--- config.mk ---
export PLATFORM = sky130hd
export DESIGN_NAME = apdhr_top
export DESIGN_NICKNAME = d
export VERILOG_FILES = /design/src/hdl/apdhr_pkg.sv /design/src/hdl/apdhr_fifo.sv /design/src/hdl/apdhr_top.sv
export SDC_FILE = /design/constraint.sdc
export NUM_CORES = 1
export LEC_CHECK = 0
export ABC_AREA = 1
export CAP_MARGIN = 20
export CORE_MARGIN = 2
export CORE_UTILIZATION = 52
export CTS_CLUSTER_DIAMETER = 100
export DETAILED_ROUTE_END_ITERATION = 10
export DONT_BUFFER_PORTS = 1
export PLACE_DENSITY = 0.67
export SYNTH_ARGS = -nofsm -noshare
export SYNTH_HDL_FRONTEND = slang
export SYNTH_SLANG_ARGS = --single-unit
--- constraint.sdc ---
create_clock -name core_clk_i -period 6.4 [get_ports core_clk_i]
set_input_delay 1.28 -clock core_clk_i [delete_from_list [all_inputs] [get_ports core_clk_i]]
set_output_delay 1.28 -clock core_clk_i [all_outputs]
set_load 0.1 [all_outputs]
--- src/hdl/apdhr_pkg.sv ---
// Package of constants for the power-down aware parallel readout block.
//------------------------------------------------------------------------------
// Summary of operation
// - Power-down low stops all conversion, buffering and data-ready activity.
// - An undriven power-down pin reads as high, the inactive level.
// - Each result is an 18-bit parallel word driven onto the host bus.
// - Data-ready flags results; host treats it as an interrupt event.
// - When the set level of results is buffered, pulse data-ready high.
// - Reads give oldest result first, next one on each read falling edge.
//------------------------------------------------------------------------------
package apdhr_pkg;
    localparam int unsigned APDHR_DATA_W = 18;
    localparam int unsigned APDHR_FIFO_DEPTH = 8;
    localparam int unsigned APDHR_LEV_W = 3;
    // Data-ready period unit in master clocks; period is 32 * level when buffering, 32 otherwise.
    localparam int unsigned APDHR_BASE_PERIOD = 32;
    // Data-ready stays high for this many clocks when it pulses.
    localparam int unsigned APDHR_DATA_READY_N_PULSE = 4;
    localparam int unsigned APDHR_SKIP_PERIOD = 512;
    // Reference start-up time in microseconds, observed by the host.
    localparam int unsigned APDHR_REF_START_US = 15000;
    localparam int unsigned APDHR_CLK_MHZ = 40;
    localparam int unsigned APDHR_REF_START_CYC = APDHR_REF_START_US * APDHR_CLK_MHZ;
    localparam int unsigned APDHR_SETTLE_PERIODS = 100;
    typedef enum logic [2:0] {
        APDHR_ST_OFF = 3'h1,
        APDHR_ST_FILL = 3'h2,
        APDHR_ST_READ = 3'h4
    } apdhr_state_t;
endpackage : apdhr_pkg

--- src/hdl/apdhr_fifo.sv ---
// Small synchronous FIFO used to buffer conversion results.
`timescale 1ns/1ps
`default_nettype none
module apdhr_fifo #(
    parameter int unsigned WIDTH = 18,
    parameter int unsigned DEPTH = 8
) (
    input wire logic core_clk_i,
    input wire logic rstn_i,
    input wire logic flush_i,
    input wire logic in_valid_i,
    output logic in_ready_o,
    input wire logic [WIDTH-1:0] in_data_i,
    output logic out_valid_o,
    input wire logic out_ready_i,
    output logic [WIDTH-1:0] out_data_o,
    output logic [$clog2(DEPTH+1)-1:0] count_o
);
    localparam int unsigned AW = $clog2(DEPTH);
    localparam int unsigned CW = $clog2(DEPTH+1);
    logic [WIDTH-1:0] mem_q [DEPTH];
    logic [AW-1:0] wr_q;
    logic [AW-1:0] rd_q;
    logic [CW-1:0] cnt_q;
    logic push;
    logic pop;

    function automatic logic [AW-1:0] apdhr_inc(input logic [AW-1:0] p);
        apdhr_inc = (p == AW'(DEPTH - 1)) ? '0 : p + 1'b1;
    endfunction : apdhr_inc

    // Full and empty come from the occupancy count, so they never lie.
    assign in_ready_o = (cnt_q != CW'(DEPTH));
    assign out_valid_o = (cnt_q != '0);
    assign push = in_valid_i && in_ready_o;
    assign pop = out_valid_o && out_ready_i;
    assign out_data_o = mem_q[rd_q];
    assign count_o = cnt_q;

    // Storage is written only on an accepted push.
    always_ff @(posedge core_clk_i) begin
        if (push) begin
            mem_q[wr_q] <= in_data_i;
        end
    end

    // Pointers and count; flush empties the buffer at once.
    always_ff @(posedge core_clk_i or negedge rstn_i) begin
        if (!rstn_i) begin
            wr_q <= '0;
            rd_q <= '0;
            cnt_q <= '0;
        end else if (flush_i) begin
            wr_q <= '0;
            rd_q <= '0;
            cnt_q <= '0;
        end else begin
            if (push) begin
                wr_q <= apdhr_inc(wr_q);
            end
            if (pop) begin
                rd_q <= apdhr_inc(rd_q);
            end
            cnt_q <= cnt_q + CW'(push) - CW'(pop);
        end
    end
endmodule : apdhr_fifo
`default_nettype wire

--- src/hdl/apdhr_top.sv ---
// Power-down handling and parallel host readout of the converter results.
`timescale 1ns/1ps
`default_nettype none
module apdhr_top
    import apdhr_pkg::*;
#(
    parameter int unsigned DATA_W = APDHR_DATA_W,
    parameter int unsigned FIFO_DEPTH = APDHR_FIFO_DEPTH
) (
    input wire logic core_clk_i,
    input wire logic rstn_i,
    input wire logic power_down_n_i,
    input wire logic power_down_n_oe_i,
    input wire logic cs_n_i,
    input wire logic rd_n_i,
    input wire logic [APDHR_LEV_W-1:0] buffer_depth_select_i,
    input wire logic sample_valid_i,
    input wire logic [DATA_W-1:0] sample_data_i,
    output logic sample_ready_o,
    output logic data_ready_n_o,
    output logic [DATA_W-1:0] dout_o,
    output logic dout_oe_o,
    output logic active_o
);
    localparam int unsigned CW = $clog2(FIFO_DEPTH+1);
    localparam int unsigned PW = 10;

    //--------------------------------------------------------------------------
    // Pin synchronisers
    //--------------------------------------------------------------------------
    logic [1:0] pd_s_q;
    logic [1:0] rd_s_q;
    logic [1:0] cs_s_q;
    logic rd_d1_q;
    logic pd_pin;
    logic pd_n;
    logic rd_n;
    logic cs_n;
    logic rd_fall;

    // Released power-down pin counts as high, like a weak pull-up.
    // Undriven pin high.
    assign pd_pin = power_down_n_oe_i ? power_down_n_i : 1'b1;

    // Two flops on every pin; logic reads the second stage, and a third flop on read feeds the edge detect.
    always_ff @(posedge core_clk_i or negedge rstn_i) begin
        if (!rstn_i) begin
            pd_s_q <= 2'h3;
            rd_s_q <= 2'h3;
            cs_s_q <= 2'h3;
            rd_d1_q <= 1'b1;
        end else begin
            pd_s_q <= {pd_s_q[0], pd_pin};
            rd_s_q <= {rd_s_q[0], rd_n_i};
            cs_s_q <= {cs_s_q[0], cs_n_i};
            rd_d1_q <= rd_s_q[1];
        end
    end
    assign pd_n = pd_s_q[1];
    assign rd_n = rd_s_q[1];
    assign cs_n = cs_s_q[1];
    assign rd_fall = rd_d1_q && !rd_n;

    //--------------------------------------------------------------------------
    // Level decode and buffer
    //--------------------------------------------------------------------------
    logic [CW-1:0] level;
    logic fifo_mode;
    logic [PW-1:0] period;
    logic f_valid;
    logic f_pop;
    logic [DATA_W-1:0] f_data;
    logic [CW-1:0] f_count;
    logic flush;

    // Level is twice the select code, capped by the buffer depth.
    function automatic logic [CW-1:0] apdhr_level(input logic [2:0] sel);
        logic [4:0] l;
        l = {1'b0, sel, 1'b0};
        apdhr_level = (l > 5'(FIFO_DEPTH)) ? CW'(FIFO_DEPTH) : CW'(l);
    endfunction : apdhr_level

    assign level = apdhr_level(buffer_depth_select_i);
    assign fifo_mode = (buffer_depth_select_i != 3'h0);
    assign period = fifo_mode ? PW'(APDHR_BASE_PERIOD) * PW'(level)
                              : PW'(APDHR_BASE_PERIOD);
    assign flush = !pd_n;

    apdhr_fifo #(
        .WIDTH(DATA_W),
        .DEPTH(FIFO_DEPTH)
    ) u_fifo (
        .core_clk_i(core_clk_i),
        .rstn_i(rstn_i),
        .flush_i(flush),
        .in_valid_i(sample_valid_i && pd_n),
        .in_ready_o(sample_ready_o),
        .in_data_i(sample_data_i),
        .out_valid_o(f_valid),
        .out_ready_i(f_pop),
        .out_data_o(f_data),
        .count_o(f_count)
    );

    //--------------------------------------------------------------------------
    // Readback sequencing
    //--------------------------------------------------------------------------
    apdhr_state_t st_q;
    logic [CW-1:0] left_q;
    logic [PW-1:0] tick_q;
    logic [2:0] pulse_q;
    logic ready_evt;

    // Without buffering one result is ready per word; otherwise a full level.
    // Level reached event.
    assign ready_evt = (st_q == APDHR_ST_FILL) && (f_count >= 
        (fifo_mode ? level : CW'(1)));
    // Each read falling edge while selected in the readback state takes one word.
    // One word per read.
    // Power-down blocks the pop, so a flush never races a read.
    assign f_pop = (st_q == APDHR_ST_READ) && rd_fall && !cs_n && f_valid
        && pd_n;

    // Sequencer; power-down forces the idle state ahead of everything.
    always_ff @(posedge core_clk_i or negedge rstn_i) begin
        if (!rstn_i) begin
            st_q <= APDHR_ST_FILL;
            left_q <= '0;
        end else begin
            case (st_q)
                APDHR_ST_OFF: begin
                    if (pd_n) begin
                        st_q <= APDHR_ST_FILL;
                    end
                end
                APDHR_ST_FILL: begin
                    if (!pd_n) begin
                        st_q <= APDHR_ST_OFF;
                    end else if (ready_evt) begin
                        st_q <= APDHR_ST_READ;
                        left_q <= fifo_mode ? level : CW'(1);
                    end
                end
                APDHR_ST_READ: begin
                    if (!pd_n) begin
                        st_q <= APDHR_ST_OFF;
                    end else if (f_pop) begin
                        left_q <= left_q - 1'b1;
                        if (left_q == CW'(1)) begin
                            st_q <= APDHR_ST_FILL;
                        end
                    end
                end
                default: begin
                    st_q <= APDHR_ST_OFF;
                end
            endcase
        end
    end

    // Period tick free-runs and restarts on each level-reached event; it does not gate the data-ready pulse.
    always_ff @(posedge core_clk_i or negedge rstn_i) begin
        if (!rstn_i) begin
            tick_q <= '0;
            pulse_q <= '0;
        end else if (!pd_n) begin
            tick_q <= '0;
            pulse_q <= '0;
        end else begin
            tick_q <= (ready_evt || tick_q >= period) ? '0 : tick_q + 1'b1;
            if (ready_evt) begin
                pulse_q <= 3'(APDHR_DATA_READY_N_PULSE);
            end else if (pulse_q != '0) begin
                pulse_q <= pulse_q - 1'b1;
            end
        end
    end

    assign data_ready_n_o = (pulse_q != '0);

    // Output word is registered on each taken read, oldest first.
    // Oldest first order.
    always_ff @(posedge core_clk_i or negedge rstn_i) begin
        if (!rstn_i) begin
            dout_o <= '0;
        end else if (f_pop) begin
            dout_o <= f_data;
        end
    end

    // Bus is driven only while selected and reading, to avoid contention.
    assign dout_oe_o = pd_n && !cs_n && !rd_n;
    assign active_o = pd_n && (st_q != APDHR_ST_OFF);

    //--------------------------------------------------------------------------
    // Checks
    //--------------------------------------------------------------------------
    // Shut down quiet.
    pd_quiet_a: assert property (@(posedge core_clk_i) disable iff (!rstn_i)
        !pd_n |=> (f_count == '0) && !active_o)
        else $error("power-down left buffer or activity");
    data_ready_n_pulse_a: assert property (@(posedge core_clk_i) disable iff (!rstn_i)
        (ready_evt && pd_n) |=> data_ready_n_o [*4])
        else $error("data-ready pulse wrong length");
    read_pop_a: assert property (@(posedge core_clk_i) disable iff (!rstn_i)
        f_pop |=> (f_count == $past(f_count) - 1'b1) || $past(sample_valid_i))
        else $error("read did not take one word");
    read_data_a: assert property (@(posedge core_clk_i) disable iff (!rstn_i)
        f_pop |=> dout_o == $past(f_data))
        else $error("output is not the oldest word");
    bus_drive_a: assert property (@(posedge core_clk_i) disable iff (!rstn_i)
        dout_oe_o |-> $past(!rd_n_i, 2) && $past(!cs_n_i, 2))
        else $error("bus driven outside a read");
    pd_data_ready_n_a: assert property (@(posedge core_clk_i) disable iff (!rstn_i)
        !pd_n |=> !data_ready_n_o)
        else $error("data-ready pulsed in power-down");
    pull_up_a: assert property (@(posedge core_clk_i) disable iff (!rstn_i)
        !power_down_n_oe_i [*3] |-> pd_n)
        else $error("released power-down read as low");
    read_state_a: assert property (@(posedge core_clk_i) disable iff (!rstn_i)
        (ready_evt && pd_n) |=> st_q == APDHR_ST_READ)
        else $error("no readback after data-ready");
    left_load_a: assert property (@(posedge core_clk_i) disable iff (!rstn_i)
        (ready_evt && pd_n) |=> left_q != '0)
        else $error("readback count not loaded");
endmodule : apdhr_top
`default_nettype wire

* Word level (Yosys, flattened, before mapping)
Memories as Yosys holds them, arrays and structs flattened. A register that Yosys moved wholly into a read port is not among the register bits. Cells that the tools add are included.
Storage, ports and cells: flip-flop bits (word level) 27, RAM bits 144, input bits 28, output and inout port bits 22, word-level logic and storage cells 86, memories kept 1
Operators by class: add/sub/neg operators 6, $lt $le $gt $ge 2, eq/ne operators 19, muxes and demuxes 27, reductions and logical operators 21
Memory list:
- u_fifo.mem_q | words 8, width 18, read ports 1, clocked after memory_dff 1, write ports 1, RTL line apdhr_fifo.sv:21 | logic [WIDTH-1:0] mem_q [DEPTH];
Operators by type and width (count):
- 3-bit two-way mux | 15
- 4-bit two-way mux | 7
- 1-bit logical AND | 12
- 3-bit == test, second input constant | 3
- 3-bit by 2-bit != test with 1-bit output, second input constant | 3
- 3-bit one-hot mux with 3 select lines | 1
- 2-bit != test, second input constant | 4
- 4-bit one-hot mux with 2 select lines | 1
- 3-bit by 1-bit adder with 3-bit output, second input constant | 2
- 2-bit by 1-bit != test with 1-bit output, second input constant | 3
- 3-bit nonzero test | 2
- 5-bit AND reduction | 1
- 4-bit by 1-bit adder with 4-bit output | 1
- 4-bit by 1-bit == test with 1-bit output, second input constant | 1
- 4-bit >= comparator | 1
- 4-bit greater-than comparator, second input constant | 1
- 4-bit != test, second input constant | 1
- 4-bit AND reduction | 1
- 4-bit nonzero test | 1
- 4-bit by 1-bit subtractor with 4-bit output | 1
- 4-bit by 1-bit subtractor with 4-bit output, second input constant | 1
- 3-bit by 1-bit == test with 1-bit output, second input constant | 1
- 3-bit by 2-bit == test with 1-bit output, second input constant | 1
- 1-bit logical NOT | 3
- other kinds (5) | 7

* Depth between registers and ports, before layout
Gate-level depths: netlist (run 1).
depth in word-level cells 9, mapped depth 15, mapped depth without buffers 14

* Hierarchy
Synthesis (run 1) repeated with hierarchy kept, for this count alone.
Second synthesis, totals: cell total of the unflattened synthesis 908, area, all modules 8682.1 sq um
By module, submodules not included:
- apdhr_fifo | instances 1, cells an instance 707, area an instance 6980.4 sq um, sequential area each 4574.4 sq um
- apdhr_top | instances 1, cells an instance 201, area an instance 1701.6 sq um, sequential area each 885.8 sq um

* Worst setup path before layout (run 1)
OpenSTA, ideal clock, no wires.
kind reg2out, start register pd_s_q[1], end output dout_oe_o, data arrival time 2.616 ns, data required time 5.120 ns, slack 2.504 ns, stages on the path, launching flop included 3, buffers on the path 0, cell sequence dfstp_2 > inv_2 > nor3_1
Between the ends: cells in the longest elaborated chain, start to end 2
Ends and longest elaborated chain:
- from (decl) | RTL line apdhr_top.sv:31 | logic [1:0] pd_s_q;
- from (signal assigned) | RTL line apdhr_top.sv:53 | pd_s_q <= {pd_s_q[0], pd_pin};
- 1-bit logical AND (2 in series) | RTL line apdhr_top.sv:192 | assign dout_oe_o = pd_n && !cs_n && !rd_n;
- to (decl) | RTL line apdhr_top.sv:22 | output logic dout_oe_o,
Every way passes these cells.

* Final worst setup path (run 1)
start register pd_s_q[1], end output active_o
Between the ends: cells in the longest elaborated chain, start to end 1
Ends and longest elaborated chain:
- 1-bit logical AND | RTL line apdhr_top.sv:193 | assign active_o = pd_n && (st_q != APDHR_ST_OFF);
- to (decl) | RTL line apdhr_top.sv:23 | output logic active_o
Every way passes these cells.

==> metrics.csv, run 1 <==
metric;value;unit
slew_headroom;28.3;%
place_congestion;0.792;
grt_usage;20.9;%
drive_gt1_share;9.50;%
post-synth-top-count-cell;edfxtp_1;
crit_arrival;2.11;ns
ys_seq_area_share;69.1;%
totalWireLength;16.1;mm
cts_buffers;17;
maxCapViolations;0;
htreeDepth;4;
yosys.area.top_type;edfxtp_1;
cts.path.max_buffers;2;
hold_viol;0;
ys_top_cells_by_count;edfxtp_1, nor2_1, nand2_1;
regArea;5460;um2
end_kind;output pin;
postCtsSetupRepairBufs;0;
holdCritPathClass;register to register;
antenna_left;0;
area_growth;9.45;%
wl_per_cell;18.4;um
finalSetupTns;0;ns
ys_async_sr_fraction;23.8;%
die_y;127;um
min_period;3.39;ns
die_area;16200;um2
overflow;0;
ir_drop;207;uV
syn-cell-area;7900;um2
cp_max_fo;11;
slew_violations;0;
cts_hold_buf;0;
cts_root_buf;clkbuf_16;
min_period_over_period;53.0;%
synth-edff-count;144;
yosysUniqueCellTypes;29;
n_antenna_cell;0;
multi_input_area;2080;um2
required;5.12;ns
rsz0062_at_grt;false;
drtIter0Drc;385;
nNetsFinal;718;
synth-main-ff-cell;edfxtp_1;
firstDrtPassIters;4;
synth_seq_cells;189;
syn-num-nets;719;
synth_top_area_share;54.7;%
max_freq;295;MHz
finClkSkew;0.0105;ns
die_x;127;um
hold_slack;0.356;ns
syn_area_per_cell;11.8;um2
via_count;5007;
post_cts_resize_count;0;
synthTopCellsByArea;edfxtp_1, dfrtp_1, nor2_1;
tightest_slew;1.08;ns
slowest_stage;nor2_2;
first_global_vias;4840;
grt_max_degree;75;
clkSinkCount;189;
avgViaCountPerCell;5.74;
start_util;52.6;%
core_area;15000;um2
cp_cell_sequence;inv_2, nor2_2;
status;completed;
cts_tree;done;
p_leak;0.00331;uW
clk_pin_slew;0.07;ns
ios;50;
startpoint_type;register;
grt_antenna_before_repair;0;
io_buffers;0;
path_class;register to output pin;
netlist_instances;672;
clock_latency;0.43;ns
max_stage_delay;0.86;ns
rows;45;
p_per_area;389;nW/um2
hpwl;9.29;mm
finalSetupViolations;0;
grt_pass1_wl;25.5;mm
drcViolationCount;0;
num-fill-cells;1189;
ys_warn_count;0;
==> critical path, delay by kind of cell, from the launching register on <==
| kind | cells | cell delay (ns) |
|---|---|---|
| buffers and inverters | 1 | 0.16 |
| flip-flops | 1 | 0.67 |
| AND/OR/NAND/NOR | 1 | 0.86 |
==> cells in the final DEF, fill, tap and decap left out, drive strengths merged <==
cell      netlist  final
a21o            1      1
a21oi           5      5
buf            24     12
bufinv          0      2
clkbuf          9     20
clkinv          0      5
clkinvlp        0      3
dfrtp          37     37
dfstp           8      8
edfxtp        144    144
fa              1      1
ha             18     18
inv            39     42
nand2          87     87
nand3          35     35
nand3b          1      1
nand4           4      4
nor2          127    127
nor3            5      5
o211ai         36     36
o21ai          86     86
o21bai          1      1
xnor2           2      2
xor2            2      2
==> per-layer routing <==
metal  wire length, um  GRT usage (%)  vias to the layer above  part of all wire (%)
met2              8080           34.5                      147                    50
met1              6710           27.0                     2486                    42
met4               292           7.50                        0                   1.8
li1                  -              -                     2348                     -
met5                 0              0                        -                     0
met3               991           5.44                       26                   6.2
==> layout make-up <==
type	count	share of cell area, %
Clock inverter	13	1.61
Tap cell	188	2.72
Sequential cell	189	63.2
Inverter	39	1.69
Timing Repair Buffer	13	1.62
Clock buffer	19	5.12
Multi-Input combinational cell	411	24.1
==> cells by family (layout without fill, tap and decap cells) <==
family | Yosys count | in the layout | synth area share [%]
simple gates | 259 | 259 | 13.3
flops | 189 | 189 | 69.1
buf+inv | 72 | 84 | 4.64
xor+xnor | 4 | 4 | 0.443
fa+ha+maj | 19 | 19 | 3.10
compound gates | 129 | 129 | 9.37
==> stage by stage <==
step | worst slack, ns | utilization [%] | total power, uW | instances | cell area, um2
detailed placement | 3.10 | 53.7 | 2360 | 840 | 8070
global placement | 3.24 | 53.4 | 2330 | 838 | 8030
global route | 2.87 | 57.5 | 3520 | 872 | 8650
CTS | 3.01 | 57.5 | 3390 | 872 | 8650
finish | 3.01 | 57.5 | 3370 | 872 | 8650
floorplan | 2.50 | - | 2220 | 672 | 7900
==> path summary, 6_finish.rpt <==
path	startpoint	end	slack (ns)	cells past startpoint
max in group asynchronous	rstn_i	st_q[1]$_DFFE_PN1P_	5.68	0
min in group asynchronous	rstn_i	dout_o[10]$_DFFE_PN0N_	0.54	0
hold reg to reg	rd_s_q[0]$_DFF_PN1_	rd_s_q[1]$_DFF_PN1_	0.36	0
setup / recovery	pd_s_q[1]$_DFF_PN1_	active_o	3.01	2
hold / removal	rd_s_q[0]$_DFF_PN1_	rd_s_q[1]$_DFF_PN1_	0.36	0
setup reg to reg	u_fifo.count_o[2]$_DFF_PN0_	u_fifo.mem_q[5][6]$_DFFE_PP_	3.16	8
==> flip-flops by register name, indices dropped and copies added, names as in the netlist <==
| signal | flops |
|---|---|
| left_q | 4 |
| u_fifo.count_o | 4 |
| pulse_q | 3 |
| dout_o | 18 |
| st_q | 3 |
| u_fifo.rd_q | 3 |
| u_fifo.mem_q | 144 |
| pd_s_q | 2 |
| rd_s_q | 2 |
| cs_s_q | 2 |
| rd_d1_q | 1 |
| u_fifo.wr_q | 3 |
==> power by group <==
part           switching [uW]  internal [uW]
clock network             445            587
logic                     395            172
registers                 278           1490
(Power assumes the default switching activity.)
==> run 2: changes to the inputs <==
==> constraint.sdc (replaced) <==
create_clock -name core_clk_i -period 3.25 [get_ports core_clk_i]
set_input_delay 0.65 -clock core_clk_i [delete_from_list [all_inputs] [get_ports core_clk_i]]
set_output_delay 0.65 -clock core_clk_i [all_outputs]
set_load 0.1 [all_outputs]
==> run 2 against run 1 <==
Net effect:
- core utilization grew 0.075 points
- routed wire length increased by 1.3%
- sequential cell count unchanged
==> metrics.csv, run 2 (same netlist as run 1, synthesis figures left out) <==
metric;value;unit;change
ff2ff_path_depth;8;;unchanged
ios;50;;unchanged
hold_viol;0;;unchanged
min_period_over_period;74.6;%;
finalSetupViolations;0;;unchanged
total_power;6550;uW;+95%
drive_gt1_share;10.4;%;+0.92 points
clkSinkCount;189;;unchanged
place_congestion;0.876;;+11%
path_class;register to output pin;;
slew_violations;0;;unchanged
slew_headroom;33.3;%;+5.0 points
cts.path.max_buffers;2;;unchanged
drcViolationCount;0;;unchanged
status;completed;;
post_cts_resize_count;0;;unchanged
core_area;15000;um2;unchanged
htreeDepth;4;;unchanged
grt_antenna_before_repair;0;;unchanged
cp_max_fo;4;;-7
rows;45;;unchanged
hpwl;9.39;mm;+1.0%
totalWireLength;16.3;mm;+1.3%
p_leak;0.00334;uW;+0.70%
largest_register_ffs;144;;unchanged
final_common_cell;edfxtp_1;;
startpoint_type;register;;
first_global_vias;4938;;+2.0%
cts_root_buf;clkbuf_16;;
p_per_area;756;nW/um2;+94%
via_count;4925;;-1.6%
postCtsSetupRepairBufs;0;;unchanged
wl_per_cell;18.5;um;+0.47%
finalSetupTns;0;ns;unchanged
antenna_left;0;;unchanged
cts_hold_buf;1;;+1
end_kind;output pin;;
maxCapViolations;0;;unchanged
io_buffers;0;;unchanged
n_antenna_cell;0;;unchanged
die_y;127;um;unchanged
cts_tree;done;;
nNetsFinal;725;;+0.97%
cts_buffers;17;;unchanged
rsz0062_at_grt;false;;
max_freq;412;MHz;
multi_input_area;2090;um2;+0.42%
regArea;5460;um2;unchanged
tightest_slew;0.998;ns;-0.0767 ns
finClkSkew;0.00922;ns;-0.00126 ns
crit_arrival;1.78;ns;-0.33 ns
grt_usage;21.6;%;+0.70 points
num-fill-cells;1214;;+2.1%
clock_latency;0.43;ns;about the same
min_period;2.43;ns;
drtIter0Drc;321;;-17%
die_x;127;um;unchanged
grt_max_degree;74;;-1.3%
firstDrtPassIters;5;;+1
overflow;0;;unchanged
required;2.60;ns;-2.52 ns
layout_common_cells;edfxtp_1, nor2_1, nand2_1;;
start_util;52.6;%;unchanged
grt_pass1_wl;26.1;mm;+2.1%
area_growth;9.60;%;
holdCritPathClass;input pin to async pin;;
largest_register;u_fifo.mem_q;;
die_area;16200;um2;unchanged
clk_pin_slew;0.07;ns;about the same
ir_drop;428;uV;+110%
largestRegisters;u_fifo.mem_q x144, dout_o x18;;
avgViaCountPerCell;5.60;;-2.4%
run 2: worst max-delay path, stage by stage, from the launching register on:
cell,delay (ns)
dfrtp_1,0.32
inv_1,0.07
ha_1,0.22
nand2_1,0.74
run 2: power by group:
| group | leakage, uW | switching (uW) | total [uW] | internal (uW) |
|---|---|---|---|---|
| registers | 0.00188 | 544 | 3480 | 2930 |
| logic | 0.00118 | 793 | 1150 | 356 |
| clock network | 0.000275 | 868 | 1920 | 1050 |
| total | 0.00334 | 2210 | 6550 | 4340 |
run 2: area by class of cell:
type                       count  share of cell area [%]
tap                          188                    2.72
timing repair buffer          20                    1.97
inverter                      39                    1.69
sequential                   189                    63.1
clock inverter                11                   0.954
clock buffer                  21                    5.45
multi-input combinational    411                    24.1
run 2: path summary, 6_finish.rpt:
kind	slack [ns]	start	end
setup / recovery	0.82	pulse_q[0]$_DFFE_PN0P_	data_ready_n_o
hold / removal	0.06	rstn_i	st_q[1]$_DFFE_PN1P_
setup reg to reg	1.01	u_fifo.count_o[2]$_DFF_PN0_	u_fifo.mem_q[4][6]$_DFFE_PP_
hold reg to reg	0.36	cs_s_q[0]$_DFF_PN1_	cs_s_q[1]$_DFF_PN1_
max in group asynchronous	2.96	rstn_i	u_fifo.rd_q[0]$_DFFE_PN0P_
min in group core_clk_i	0.22	rd_n_i	rd_s_q[0]$_DFF_PN1_
run 2: metal layers:
layer  routed length [um]  track usage, %  vias up  part of all wire (%)
li1                     -               -     2355                     -
met1                 7200            28.4     2428                    44
met2                 8060            35.1      118                    49
met3                  714            4.65       24                   4.4
met4                  311            9.31        0                   1.9
met5                    0               0        -                     0
run 2: per-stage QoR:
stage / hold WS, ns / cells / instance area, um2 / utilization (%) / setup slack (ns)
after floorplan: 0.345 / 672 / 7910 / - / 0.259
after global routing: 0.0317 / 879 / 8660 / 57.6 / 0.731
after detailed placement: 0.351 / 846 / 8080 / 53.7 / 1.03
final: 0.0567 / 879 / 8660 / 57.6 / 0.825
after global placement: 0.352 / 846 / 8080 / 53.7 / 1.11
after CTS: 0.0319 / 879 / 8660 / 57.6 / 0.795
